--- config.mk ---
export PLATFORM = sky130hd
export DESIGN_NAME = edo_dram_host
export DESIGN_NICKNAME = d
export VERILOG_FILES = /design/src/dram_ctl_pkg.sv /design/src/edo_dram_host.sv
export SDC_FILE = /design/constraint.sdc
export NUM_CORES = 1
export LEC_CHECK = 0
export BUFFER_PORTS_ARGS = -buffer_cell sky130_fd_sc_hd__clkbuf_2
export CORE_UTILIZATION = 59
export CTS_CLUSTER_SIZE = 12
export DETAILED_ROUTE_END_ITERATION = 7
export PLACE_DENSITY = 0.85
export SETUP_SLACK_MARGIN = 0.1
export SLEW_MARGIN = 20
export SYNTH_ARGS = -nofsm -noshare
export SYNTH_HDL_FRONTEND = slang
export SYNTH_SLANG_ARGS = --single-unit
--- constraint.sdc ---
create_clock -name CLOCK -period 2.7 [get_ports CLOCK]
set_input_delay 0.405 -clock CLOCK [delete_from_list [all_inputs] [get_ports CLOCK]]
set_output_delay 0.405 -clock CLOCK [all_outputs]
set_load 0.01 [all_outputs]
--- src/dram_ctl_pkg.sv ---
package dram_ctl_pkg;
    // clock period in picoseconds (250 MHz)
    localparam int CLK_PS = 4000;
    localparam int ROW_W  = 13;
    localparam int DQ_W   = 4;
    // times in their printed units
    localparam int POWERUP_US        = 100;
    localparam int SELF_MIN_LOW_US   = 100;
    localparam int SELF_EXIT_FAST_NS = 90;
    localparam int SELF_EXIT_SLOW_NS = 105;
    localparam int PAGE_ROW_MAX_NS   = 125000;
    localparam int REFRESH_PERIOD_MS = 64;
    localparam int REFRESH_SELF_MS   = 128;
    localparam int REFRESH_ROWS      = 4096;
    localparam int WAKE_CYCLES       = 8;
    localparam int RAS_LOW_NS        = 60;
    localparam int RAS_PRE_NS        = 40;
    localparam int RCD_NS            = 14;
    localparam int CSR_NS            = 5;
    localparam int CAC_NS            = 15;
    localparam int ROW_WRITE_NS      = 79;
    localparam int COL_WRITE_NS      = 49;
    localparam int WP_NS             = 10;
    // minimum intervals round up, maximum intervals round down
    localparam int POWERUP_CYC   = (POWERUP_US * 1000000 + CLK_PS - 1) / CLK_PS;
    localparam int SELF_LOW_CYC  = (SELF_MIN_LOW_US * 1000000 + CLK_PS - 1) / CLK_PS;
    localparam int SELF_EXIT_CYC = (SELF_EXIT_SLOW_NS * 1000 + CLK_PS - 1) / CLK_PS;
    localparam int PAGE_MAX_CYC  = (PAGE_ROW_MAX_NS * 1000) / CLK_PS;
    // per-row share worked in ns first so the product stays inside 32 bits
    localparam int REF_INT_CYC   = (REFRESH_PERIOD_MS * 1000000 / REFRESH_ROWS) * 1000 / CLK_PS;
    localparam int RAS_LOW_CYC   = (RAS_LOW_NS * 1000 + CLK_PS - 1) / CLK_PS;
    localparam int RAS_PRE_CYC   = (RAS_PRE_NS * 1000 + CLK_PS - 1) / CLK_PS;
    localparam int RCD_CYC       = (RCD_NS * 1000 + CLK_PS - 1) / CLK_PS;
    localparam int CSR_CYC       = (CSR_NS * 1000 + CLK_PS - 1) / CLK_PS;
    localparam int CAC_CYC       = (CAC_NS * 1000 + CLK_PS - 1) / CLK_PS;
    localparam int ROW_WRITE_CYC = (ROW_WRITE_NS * 1000 + CLK_PS - 1) / CLK_PS;
    localparam int COL_WRITE_CYC = (COL_WRITE_NS * 1000 + CLK_PS - 1) / CLK_PS;
    localparam int WP_CYC        = (WP_NS * 1000 + CLK_PS - 1) / CLK_PS;
    localparam int CNT_W = 24;
    typedef enum logic [3:0] {
        S_POWERUP = 4'h0, S_IDLE = 4'h1, S_ROW = 4'h3, S_COL = 4'h2,
        S_WRITE = 4'h6, S_PRE = 4'h7, S_REF_CAS = 4'h5, S_REF_RAS = 4'h4,
        S_SELF = 4'hc, S_SELF_EXIT = 4'hd
    } state_e;
    localparam logic [1:0] OP_READ  = 2'h0;
    localparam logic [1:0] OP_WRITE = 2'h1;
    localparam logic [1:0] OP_RMW   = 2'h2;
endpackage

--- src/edo_dram_host.sv ---
`timescale 1ns/1ps
// How it works
// - wait 100us, then eight wake refreshes
// - repeat wake-up after refresh period overrun
// - row-only refresh covers all rows
// - 4096 column-before-row refreshes per 64 ms
// - self-refresh part may stretch to 128 ms
// - row low 100us enters self refresh
// - row high exit precharge after self refresh
// - pulse column high to start new cycle
// - hold read command past strobe rise
// - delay write for read-modify-write
// - never late write with output enable tied
// - hidden refresh after write allowed
// - write low pulse disables outputs
// - page row low below 125 us
// - column held low during self refresh entry
module edo_dram_host
#(
    parameter int POWERUP_CYCLES = dram_ctl_pkg::POWERUP_CYC,
    parameter int SELF_LOW_CYCLES = dram_ctl_pkg::SELF_LOW_CYC,
    // 64 ms pace also meets stretched period
    parameter int REFRESH_INTERVAL = dram_ctl_pkg::REF_INT_CYC,
    parameter bit SELF_REFRESH_PART = 1'b0
) (
    // clock and reset
    input  wire logic                          CLOCK,
    input  wire logic                          RST,
    // user request, read data and self refresh status
    input  wire logic                          REQ_VALID,
    output logic                               REQ_READY,
    input  wire logic [1:0]                    REQ_OP,
    input  wire logic [dram_ctl_pkg::ROW_W-1:0] REQ_ROW,
    input  wire logic [dram_ctl_pkg::ROW_W-1:0] REQ_COL,
    input  wire logic [dram_ctl_pkg::DQ_W-1:0]  REQ_WDATA,
    input  wire logic                          SELF_REQ,
    output logic                               RDATA_VALID,
    output logic [dram_ctl_pkg::DQ_W-1:0]      RDATA,
    output logic                               IN_SELF,
    // dram pins, strobes active low
    output logic                               RAS_N,
    output logic                               CAS_N,
    output logic                               WE_N,
    output logic                               OE_N,
    output logic [dram_ctl_pkg::ROW_W-1:0]     ADDR,
    input  wire logic [dram_ctl_pkg::DQ_W-1:0]  DQ_IN,
    output logic [dram_ctl_pkg::DQ_W-1:0]      DQ_OUT,
    output logic                               DQ_OE
);
    import dram_ctl_pkg::*;

    // elaboration checks; an interval shorter than one access would starve requests
    if (POWERUP_CYCLES < 1 || SELF_LOW_CYCLES < 1 || REFRESH_INTERVAL < 64)
        $error("edo_dram_host: timing parameter out of range");
    if (POWERUP_CYCLES >= (1 << CNT_W) || SELF_LOW_CYCLES >= (1 << CNT_W) || REFRESH_INTERVAL >= (1 << CNT_W))
        $error("edo_dram_host: count too wide");

    state_e state;
    logic [CNT_W-1:0] timer;
    logic [CNT_W-1:0] ref_timer;
    logic [3:0]       wake_left;
    logic             ref_due;
    logic             ref_overrun;
    logic [1:0]       op;
    logic [ROW_W-1:0] col;
    logic             in_self_pend;

    // timer expiry ends each timed step; the pending refresh and self request hold off a take in idle
    wire timer_done  = (timer == '0);
    wire take_req    = (state == S_IDLE) && !ref_due && REQ_VALID && !SELF_REQ;
    assign REQ_READY = take_req;

    // refresh interval timer; an interval missed twice means the period was blown
    always_ff @(posedge CLOCK) begin
        if (RST) begin
            ref_timer   <= '0;
            ref_due     <= 1'b0;
            ref_overrun <= 1'b0;
        end else if (state == S_POWERUP || state == S_SELF) begin
            // wake-up or self refresh starts the period afresh
            ref_timer   <= '0;
            ref_due     <= 1'b0;
            ref_overrun <= 1'b0;
        end else if (ref_timer == CNT_W'(REFRESH_INTERVAL - 1)) begin
            ref_timer <= '0;
            ref_due   <= 1'b1;
            if (ref_due)
                ref_overrun <= 1'b1;
        end else begin
            ref_timer <= ref_timer + 1'b1;
            if (state == S_REF_CAS)
                ref_due <= 1'b0;
        end
    end

    // main cycle sequencer; every minimum is a rounded-up cycle count
    // counts from package
    always_ff @(posedge CLOCK) begin
        if (RST) begin
            state <= S_POWERUP;
            timer <= CNT_W'(POWERUP_CYCLES);
            wake_left <= 4'(WAKE_CYCLES);
            RAS_N <= 1'b1;
            CAS_N <= 1'b1;
            WE_N  <= 1'b1;
            OE_N  <= 1'b1;
            ADDR  <= '0;
            DQ_OUT <= '0;
            DQ_OE <= 1'b0;
            RDATA <= '0;
            RDATA_VALID <= 1'b0;
            op <= OP_READ;
            col <= '0;
            in_self_pend <= 1'b0;
        end else begin
            RDATA_VALID <= 1'b0;
            if (!timer_done)
                timer <= timer - 1'b1;
            case (state)
                S_POWERUP: begin
                    if (timer_done) begin
                        state <= S_REF_CAS;
                        CAS_N <= 1'b0;
                        WE_N  <= 1'b1;
                        timer <= CNT_W'(CSR_CYC);
                    end
                end
                S_IDLE: begin
                    if (ref_overrun) begin
                        wake_left <= 4'(WAKE_CYCLES);
                        state <= S_POWERUP;
                        timer <= '0;
                    end else if (ref_due || SELF_REQ) begin
                        // no hidden refresh, strobes idle first
                        state <= S_REF_CAS;
                        CAS_N <= 1'b0;
                        WE_N  <= 1'b1;
                        in_self_pend <= SELF_REQ && !ref_due;
                        timer <= CNT_W'(CSR_CYC);
                    end else if (take_req) begin
                        op <= REQ_OP;
                        col <= REQ_COL;
                        ADDR <= REQ_ROW;
                        RAS_N <= 1'b0;
                        DQ_OUT <= REQ_WDATA;
                        WE_N <= (REQ_OP != OP_WRITE);
                        OE_N <= 1'b1;
                        state <= S_ROW;
                        timer <= CNT_W'(RCD_CYC);
                    end
                end
                // one column per row, no page
                S_ROW: begin
                    if (timer_done) begin
                        ADDR <= col;
                        CAS_N <= 1'b0;
                        DQ_OE <= (op == OP_WRITE);
                        OE_N <= (op == OP_WRITE);
                        state <= S_COL;
                        timer <= CNT_W'(op == OP_RMW ? ROW_WRITE_CYC - RCD_CYC : CAC_CYC);
                    end
                end
                S_COL: begin
                    if (timer_done) begin
                        if (op == OP_READ || op == OP_RMW) begin
                            RDATA <= DQ_IN;
                            RDATA_VALID <= 1'b1;
                        end
                        if (op == OP_RMW) begin
                            OE_N <= 1'b1;
                            WE_N <= 1'b0;
                            DQ_OE <= 1'b1;
                            state <= S_WRITE;
                            timer <= CNT_W'(WP_CYC);
                        end else begin
                            // column rises, next cycle starts clean
                            RAS_N <= 1'b1;
                            CAS_N <= 1'b1;
                            state <= S_PRE;
                            timer <= CNT_W'(RAS_PRE_CYC);
                        end
                    end
                end
                // write low long enough to disable outputs
                S_WRITE: begin
                    if (timer_done) begin
                        RAS_N <= 1'b1;
                        CAS_N <= 1'b1;
                        state <= S_PRE;
                        timer <= CNT_W'(RAS_PRE_CYC);
                    end
                end
                S_PRE: begin
                    WE_N  <= 1'b1;
                    OE_N  <= 1'b1;
                    DQ_OE <= 1'b0;
                    if (timer_done)
                        state <= S_IDLE;
                end
                S_REF_CAS: begin
                    if (timer_done) begin
                        RAS_N <= 1'b0;
                        state <= S_REF_RAS;
                        timer <= CNT_W'(in_self_pend ? SELF_LOW_CYCLES : RAS_LOW_CYC);
                    end
                end
                S_REF_RAS: begin
                    if (timer_done) begin
                        if (in_self_pend) begin
                            state <= S_SELF;
                        end else begin
                            RAS_N <= 1'b1;
                            CAS_N <= 1'b1;
                            state <= S_PRE;
                            timer <= CNT_W'(RAS_PRE_CYC);
                            if (wake_left != '0)
                                wake_left <= wake_left - 1'b1;
                        end
                    end
                end
                S_SELF: begin
                    if (!SELF_REQ) begin
                        RAS_N <= 1'b1;
                        CAS_N <= 1'b1;
                        in_self_pend <= 1'b0;
                        state <= S_SELF_EXIT;
                        timer <= CNT_W'(SELF_EXIT_CYC);
                    end
                end
                S_SELF_EXIT: begin
                    if (timer_done)
                        state <= S_IDLE;
                end
                default: state <= S_IDLE;
            endcase
            if (state == S_PRE && timer_done && wake_left != '0)
                state <= S_POWERUP;
        end
    end

    assign IN_SELF = (state == S_SELF);
endmodule

# == After elaboration in Yosys (flattened, before gate mapping) ==
# Index checks and enable logic that the tools add are counted.
# Widths: inputs -> output; s select.
# totals
inputBits,40
word_cells,175
output_inout_bits,29
reg_bits,101
# classes
mux,75
n_bitwise,4
n_addsub,3
n_reduce_logical,42
n_eq_ne,33
# ops
op,n
$mux 24,12
$pmux 24 s8,1
$mux 4,17
$mux 13,4
$pmux 4 s9,1
$mux 1,30
$ne 2x2->1 const B,15
$pmux 13 s2,1
$add 24x1->24 const B,1
$eq 24x12->1 const B,1
$logic_not 24->1,1
$sub 24x1->24 const B,1
$eq 4x3->1 const B,4
$mux 15,1
$pmux 1 s6,2
$reduce_and 4->1,3
$reduce_bool 4->1,3
$reduce_bool 6->1,2
$reduce_and 11->1,1
$reduce_and 10->1,1
$reduce_and 5->1,2
$reduce_and 9->1,1
$eq 4x2->1 const B,2
$eq 4x4->1 const B,2
26 further kinds,48

# == Logic depth before layout (Yosys ltp) ==
# depth
ltp_word,8
ltp_mapped,10
depth_no_buf,10

# == Worst setup path after synthesis ==
# No wires, ideal clock.
# synth_path
kind,register to register
from,register timer[1]
to,register WE_N
arrival_time_ns,2.134
path_slack_ns,0.444
required_ns,2.578
path_buffers,1
stages_incl_launch_ff,9
period_less_slack_ns,2.256
setup_time_ns,0.122
path_cell_list,dfxtp_1 -> inv_1 -> ha_1 -> nor4b_1 -> nand4_1 -> clkbuf_1 -> o32a_1 -> o21a_1 -> a311o_1
# synth_between
elab_chain_len,3
elab_cells_between_ends,4
cone_classes,eq/ne: 2; reduce/logical: 2
# synth_rtl
item,line,source
from (decl),edo_dram_host.sv:59,logic [CNT_W-1:0] timer;
from (signal assigned),edo_dram_host.sv:101,timer <= CNT_W'(POWERUP_CYCLES);
from (signal assigned),edo_dram_host.sv:118,timer <= timer - 1'b1;
from (signal assigned),edo_dram_host.sv:125,timer <= CNT_W'(CSR_CYC);
$logic_not 24->1 (*),edo_dram_host.sv:69,wire timer_done = (timer == '0);
$ne 2x2->1 (no line),n/a,
$reduce_and 6->1 (no line) (*),n/a,
to (signal assigned),edo_dram_host.sv:146,WE_N <= (REQ_OP != OP_WRITE);
to (decl),edo_dram_host.sv:43,"output logic WE_N,"
# Mark *: on every way between the ends. The rest lies on a longest branch, timed or not.
# A chain may end at the register's enable or synchronous reset.

# == Worst setup path after layout ==
# layout_path
from,register state[1]
to,register wake_left[1]
# layout_between
elab_chain_len,3
elab_cells_between_ends,9
cone_classes,eq/ne: 6; mux: 1; reduce/logical: 2
# layout_rtl
item,line,source
from (decl),edo_dram_host.sv:58,state_e state;
from (signal assigned),edo_dram_host.sv:100,state <= S_POWERUP;
from (signal assigned),edo_dram_host.sv:122,state <= S_REF_CAS;
from (signal assigned),edo_dram_host.sv:131,state <= S_POWERUP;
$eq 4x3->1 / $eq 4x1->1 (equally long branches),edo_dram_host.sv:119,case (state)
$ne 2x2->1 (no line) / $reduce_bool 2->1 (equally long branches),n/a,
$reduce_and 5->1 (no line),n/a,
to (signal assigned),edo_dram_host.sv:102,wake_left <= 4'(WAKE_CYCLES);
to (signal assigned),edo_dram_host.sv:130,wake_left <= 4'(WAKE_CYCLES);
to (signal assigned),edo_dram_host.sv:217,wake_left <= wake_left - 1'b1;
to (decl),edo_dram_host.sv:61,logic [3:0] wake_left;
# Several ways; a longest one is shown, not always the timed one.

==> flow_metrics.env <==
export IMPL_clock_latency_ns=0.38
export IMPL_leakagePower_nw=2.41
export IMPL_period_minus_slack_ns=2.50
export IMPL_cp_start_kind="flop"
export IMPL_r2r_end="wake_left[1]"
export IMPL_grt_overflow=0
export IMPL_r2r_slack_ns=0.20
export IMPL_cts_clk_slew_worst_paths_ns=0.10
export IMPL_layout_common_cells="101 x dfxtp_1, 78 x nor2_1, 68 x clkbuf_2"
export IMPL_ys_types=70
export IMPL_fin_crit_sh_pct=92.6
export IMPL_synth_xor_area_share_pct=6.25
export IMPL_finalSetupViolCount=0
export IMPL_drtAntennaViolNets=0
export IMPL_ir_drop_mv=0.583
export IMPL_dominantRegCellSynth="dfxtp_1"
export IMPL_final_common_cell="dfxtp_1"
export IMPL_yosysSeqAreaShare_pct=36.1
export IMPL_reg2regPathDepth=6
export IMPL_finalClockSkew_ns=0.0110
export IMPL_dp_hpwl_mm=11.6
export IMPL_setup_tns_ns=0
export IMPL_final_cells=899
export IMPL_clk_path_buf_depth=2
export IMPL_rows=35
export IMPL_holdBufCountCts=0
export IMPL_cp_slowest_cell="or4b_2"
export IMPL_cts_tree="done"
export IMPL_numCtsBuffers=9
export IMPL_cts_root_buf="clkbuf_8"
export IMPL_hp_class="in -> reg"
export IMPL_pre_cts_slack_ns=0.171
export IMPL_grt_total_usage_pct=33.7
export IMPL_syn_to_final_growth_pct=15.8
export IMPL_path_cells="buf_12 > or4b_2 > o21bai_1 > nand2_1 > or4_1 > a21oi_1"
export IMPL_cts_resized=1
export IMPL_worstSetupPathType="reg -> reg"
export IMPL_wl_per_cell_um=18.1
export IMPL_synth_area_um2=5610
export IMPL_synth_compound_area_share_pct=16.2
export IMPL_floorplan_io_pins=69
export IMPL_fin_nets=813
export IMPL_status="finished, final reports clean"
export IMPL_path_max_fanout=16
export IMPL_tightest_slew_ns=1.01
export IMPL_fmax_ghz=0.400
export IMPL_dp_cells=884
export IMPL_grt_first_pass_wirelength_mm=26.2
export IMPL_maxCapViolCount=0
export IMPL_drtIter0Drc=501
export IMPL_drc=0
export IMPL_crit_path_start="state[1]"
export IMPL_fin_util_pct=70.3
export IMPL_cp_endpoint="wake_left[1]"
export IMPL_end_kind="flop"
export IMPL_start_util_pct=60.7
export IMPL_io_buffers=68
export IMPL_die_h_um=99.5
export IMPL_syn_area_per_cell_um2=8.13
export IMPL_grt_max_degree=55
export IMPL_synthAdderAreaFrac_pct=1.56
export IMPL_dieArea_um2=9900
export IMPL_grt_pass1_vias=5471
export IMPL_synth_edf_count=0
export IMPL_yosys_warnings=0
export IMPL_die_w_um=99.5
export IMPL_cts_setup_buffers=0
export IMPL_antenna_found_initial=0
export IMPL_via_per_inst=6.28
export IMPL_hold_viol=0
export IMPL_cts_sinks=101
export IMPL_synthMuxAreaShare_pct=6.03
export IMPL_synthArstFlopShare_pct=0
export IMPL_insertedDiodeCount=0
export IMPL_rsz0062_at_grt="no"
export IMPL_gp_congestion=1.04
export IMPL_netlist_instances=690
export IMPL_drive_gt1_share_pct=20.6
export IMPL_syn_num_nets=737
export IMPL_drv_slew=0
export IMPL_crit_required_ns=3.01
export IMPL_cpPeakStageDelay_ns=0.74
export IMPL_synth_simple_gate_area_share_pct=29.2
export IMPL_postRouteWirelength_mm=16.2
export IMPL_synth_top_family_by_area="simple AND/OR/NAND/NOR gates"
export IMPL_worst_path_buf_inv=1
export IMPL_first_pass_iters=6
export IMPL_p_per_area_nw_per_um2=828
export IMPL_path_depth=6
export IMPL_via_count=5649
export IMPL_worst_path_dominant_cell_family="simple AND/OR/NAND/NOR gates"
export IMPL_ys_ff_latch=101
export IMPL_r2r_start="state[1]"
export IMPL_arrival_ns=2.81
export IMPL_setup_ws_ns=0.199
export IMPL_core_um2=9240
export IMPL_slew_headroom_pct=32.7
export IMPL_htreeDepth=3
-- report_power, final --
| group | total (W) | leakage [nW] | internal, W | switching (W) |
|---|---|---|---|---|
| clock network | 0.00102 | 0.102 | 0.000481 | 0.000541 |
| registers | 0.00193 | 0.819 | 0.00168 | 0.000245 |
| logic | 0.00242 | 1.49 | 0.000984 | 0.00144 |
| total | 0.00538 | 2.41 | 0.00315 | 0.00223 |
-- logic make-up after synthesis --
group,Yosys count
compound gates,140
fa+ha+maj,7
buf+inv,62
flops,101
mux,32
simple gates,308
xor+xnor,40
-- layer usage --
layer	vias up	wire (um)	track usage, %
li1	2643	-	-
met1	2613	6590	41.0
met4	0	567	16.5
met5	-	0	0
met3	86	1360	8.36
met2	307	7730	55.6
-- final cells by class --
type                       instances  area (um2)
timing repair buffer             112         683
multi-input combinational        527        3360
fill                             749        2750
clock inverter                     4        55.1
clock buffer                      11         151
sequential                       101        2020
tap                              129         161
inverter                          15        56.3
-- worst reg2reg max path, stage by stage (launching register included) --
cell,delay [ns]
dfxtp_1,0.46
buf_12,0.22
or4b_2,0.74
o21bai_1,0.23
nand2_1,0.16
or4_1,0.45
a21oi_1,0.17
-- sequential cells by signal, summed over array words and instances, names as in the netlist --
name,flops
wake_left,4
CAS_N,1
WE_N,1
RDATA_VALID,1
DQ_OUT,4
RAS_N,1
ref_due,1
ref_timer,24
ADDR,13
OE_N,1
in_self_pend,1
RDATA,4
state,4
timer,24
op,2
DQ_OE,1
ref_overrun,1
col,13
-- stage by stage --
| stage | total power [W] | instance area, um2 | hold slack (ns) |
|---|---|---|---|
| floorplan | 0.00347 | 5610 | 0.436 |
| global placement | 0.00419 | 6260 | 0.441 |
| detailed placement | 0.00425 | 6260 | 0.448 |
| CTS | 0.00528 | 6470 | 0.232 |
| global route | 0.00567 | 6490 | 0.233 |
| finish | 0.00538 | 6490 | 0.239 |
-- cell usage after synthesis (all sizes together) (15+ instances only) --
cell type / number / area share [%]
dfxtp: 101 / 36
nor2: 78 / 5.2
nand2: 67 / 4.5
a21oi: 49 / 4.4
nor3: 34 / 3.1
clkbuf: 32 / 2.1
xor2: 27 / 4.2
nand3: 21 / 1.9
nand4: 20 / 2.2
nor2b: 19 / 2.1
o21ai: 19 / 1.7
mux2i: 18 / 3.2
buf: 15 / 1.5
inv: 15 / 1.0
-- worst min path at each step --
stage / cells past startpoint / endpoint / start / slack (ns)
2_1_floorplan: 2 / col[0] / col[0] / 0.44
3_3_place_gp: 2 / col[0] / col[0] / 0.44
3_5_place_dp: 2 / col[1] / col[1] / 0.45
4_1_cts: 3 / col[8] / REQ_COL[8] / 0.23
5_1_grt: 3 / col[8] / REQ_COL[8] / 0.23
6_report: 3 / col[8] / REQ_COL[8] / 0.24
No activity file was read; power rests on OpenSTA's default activity.
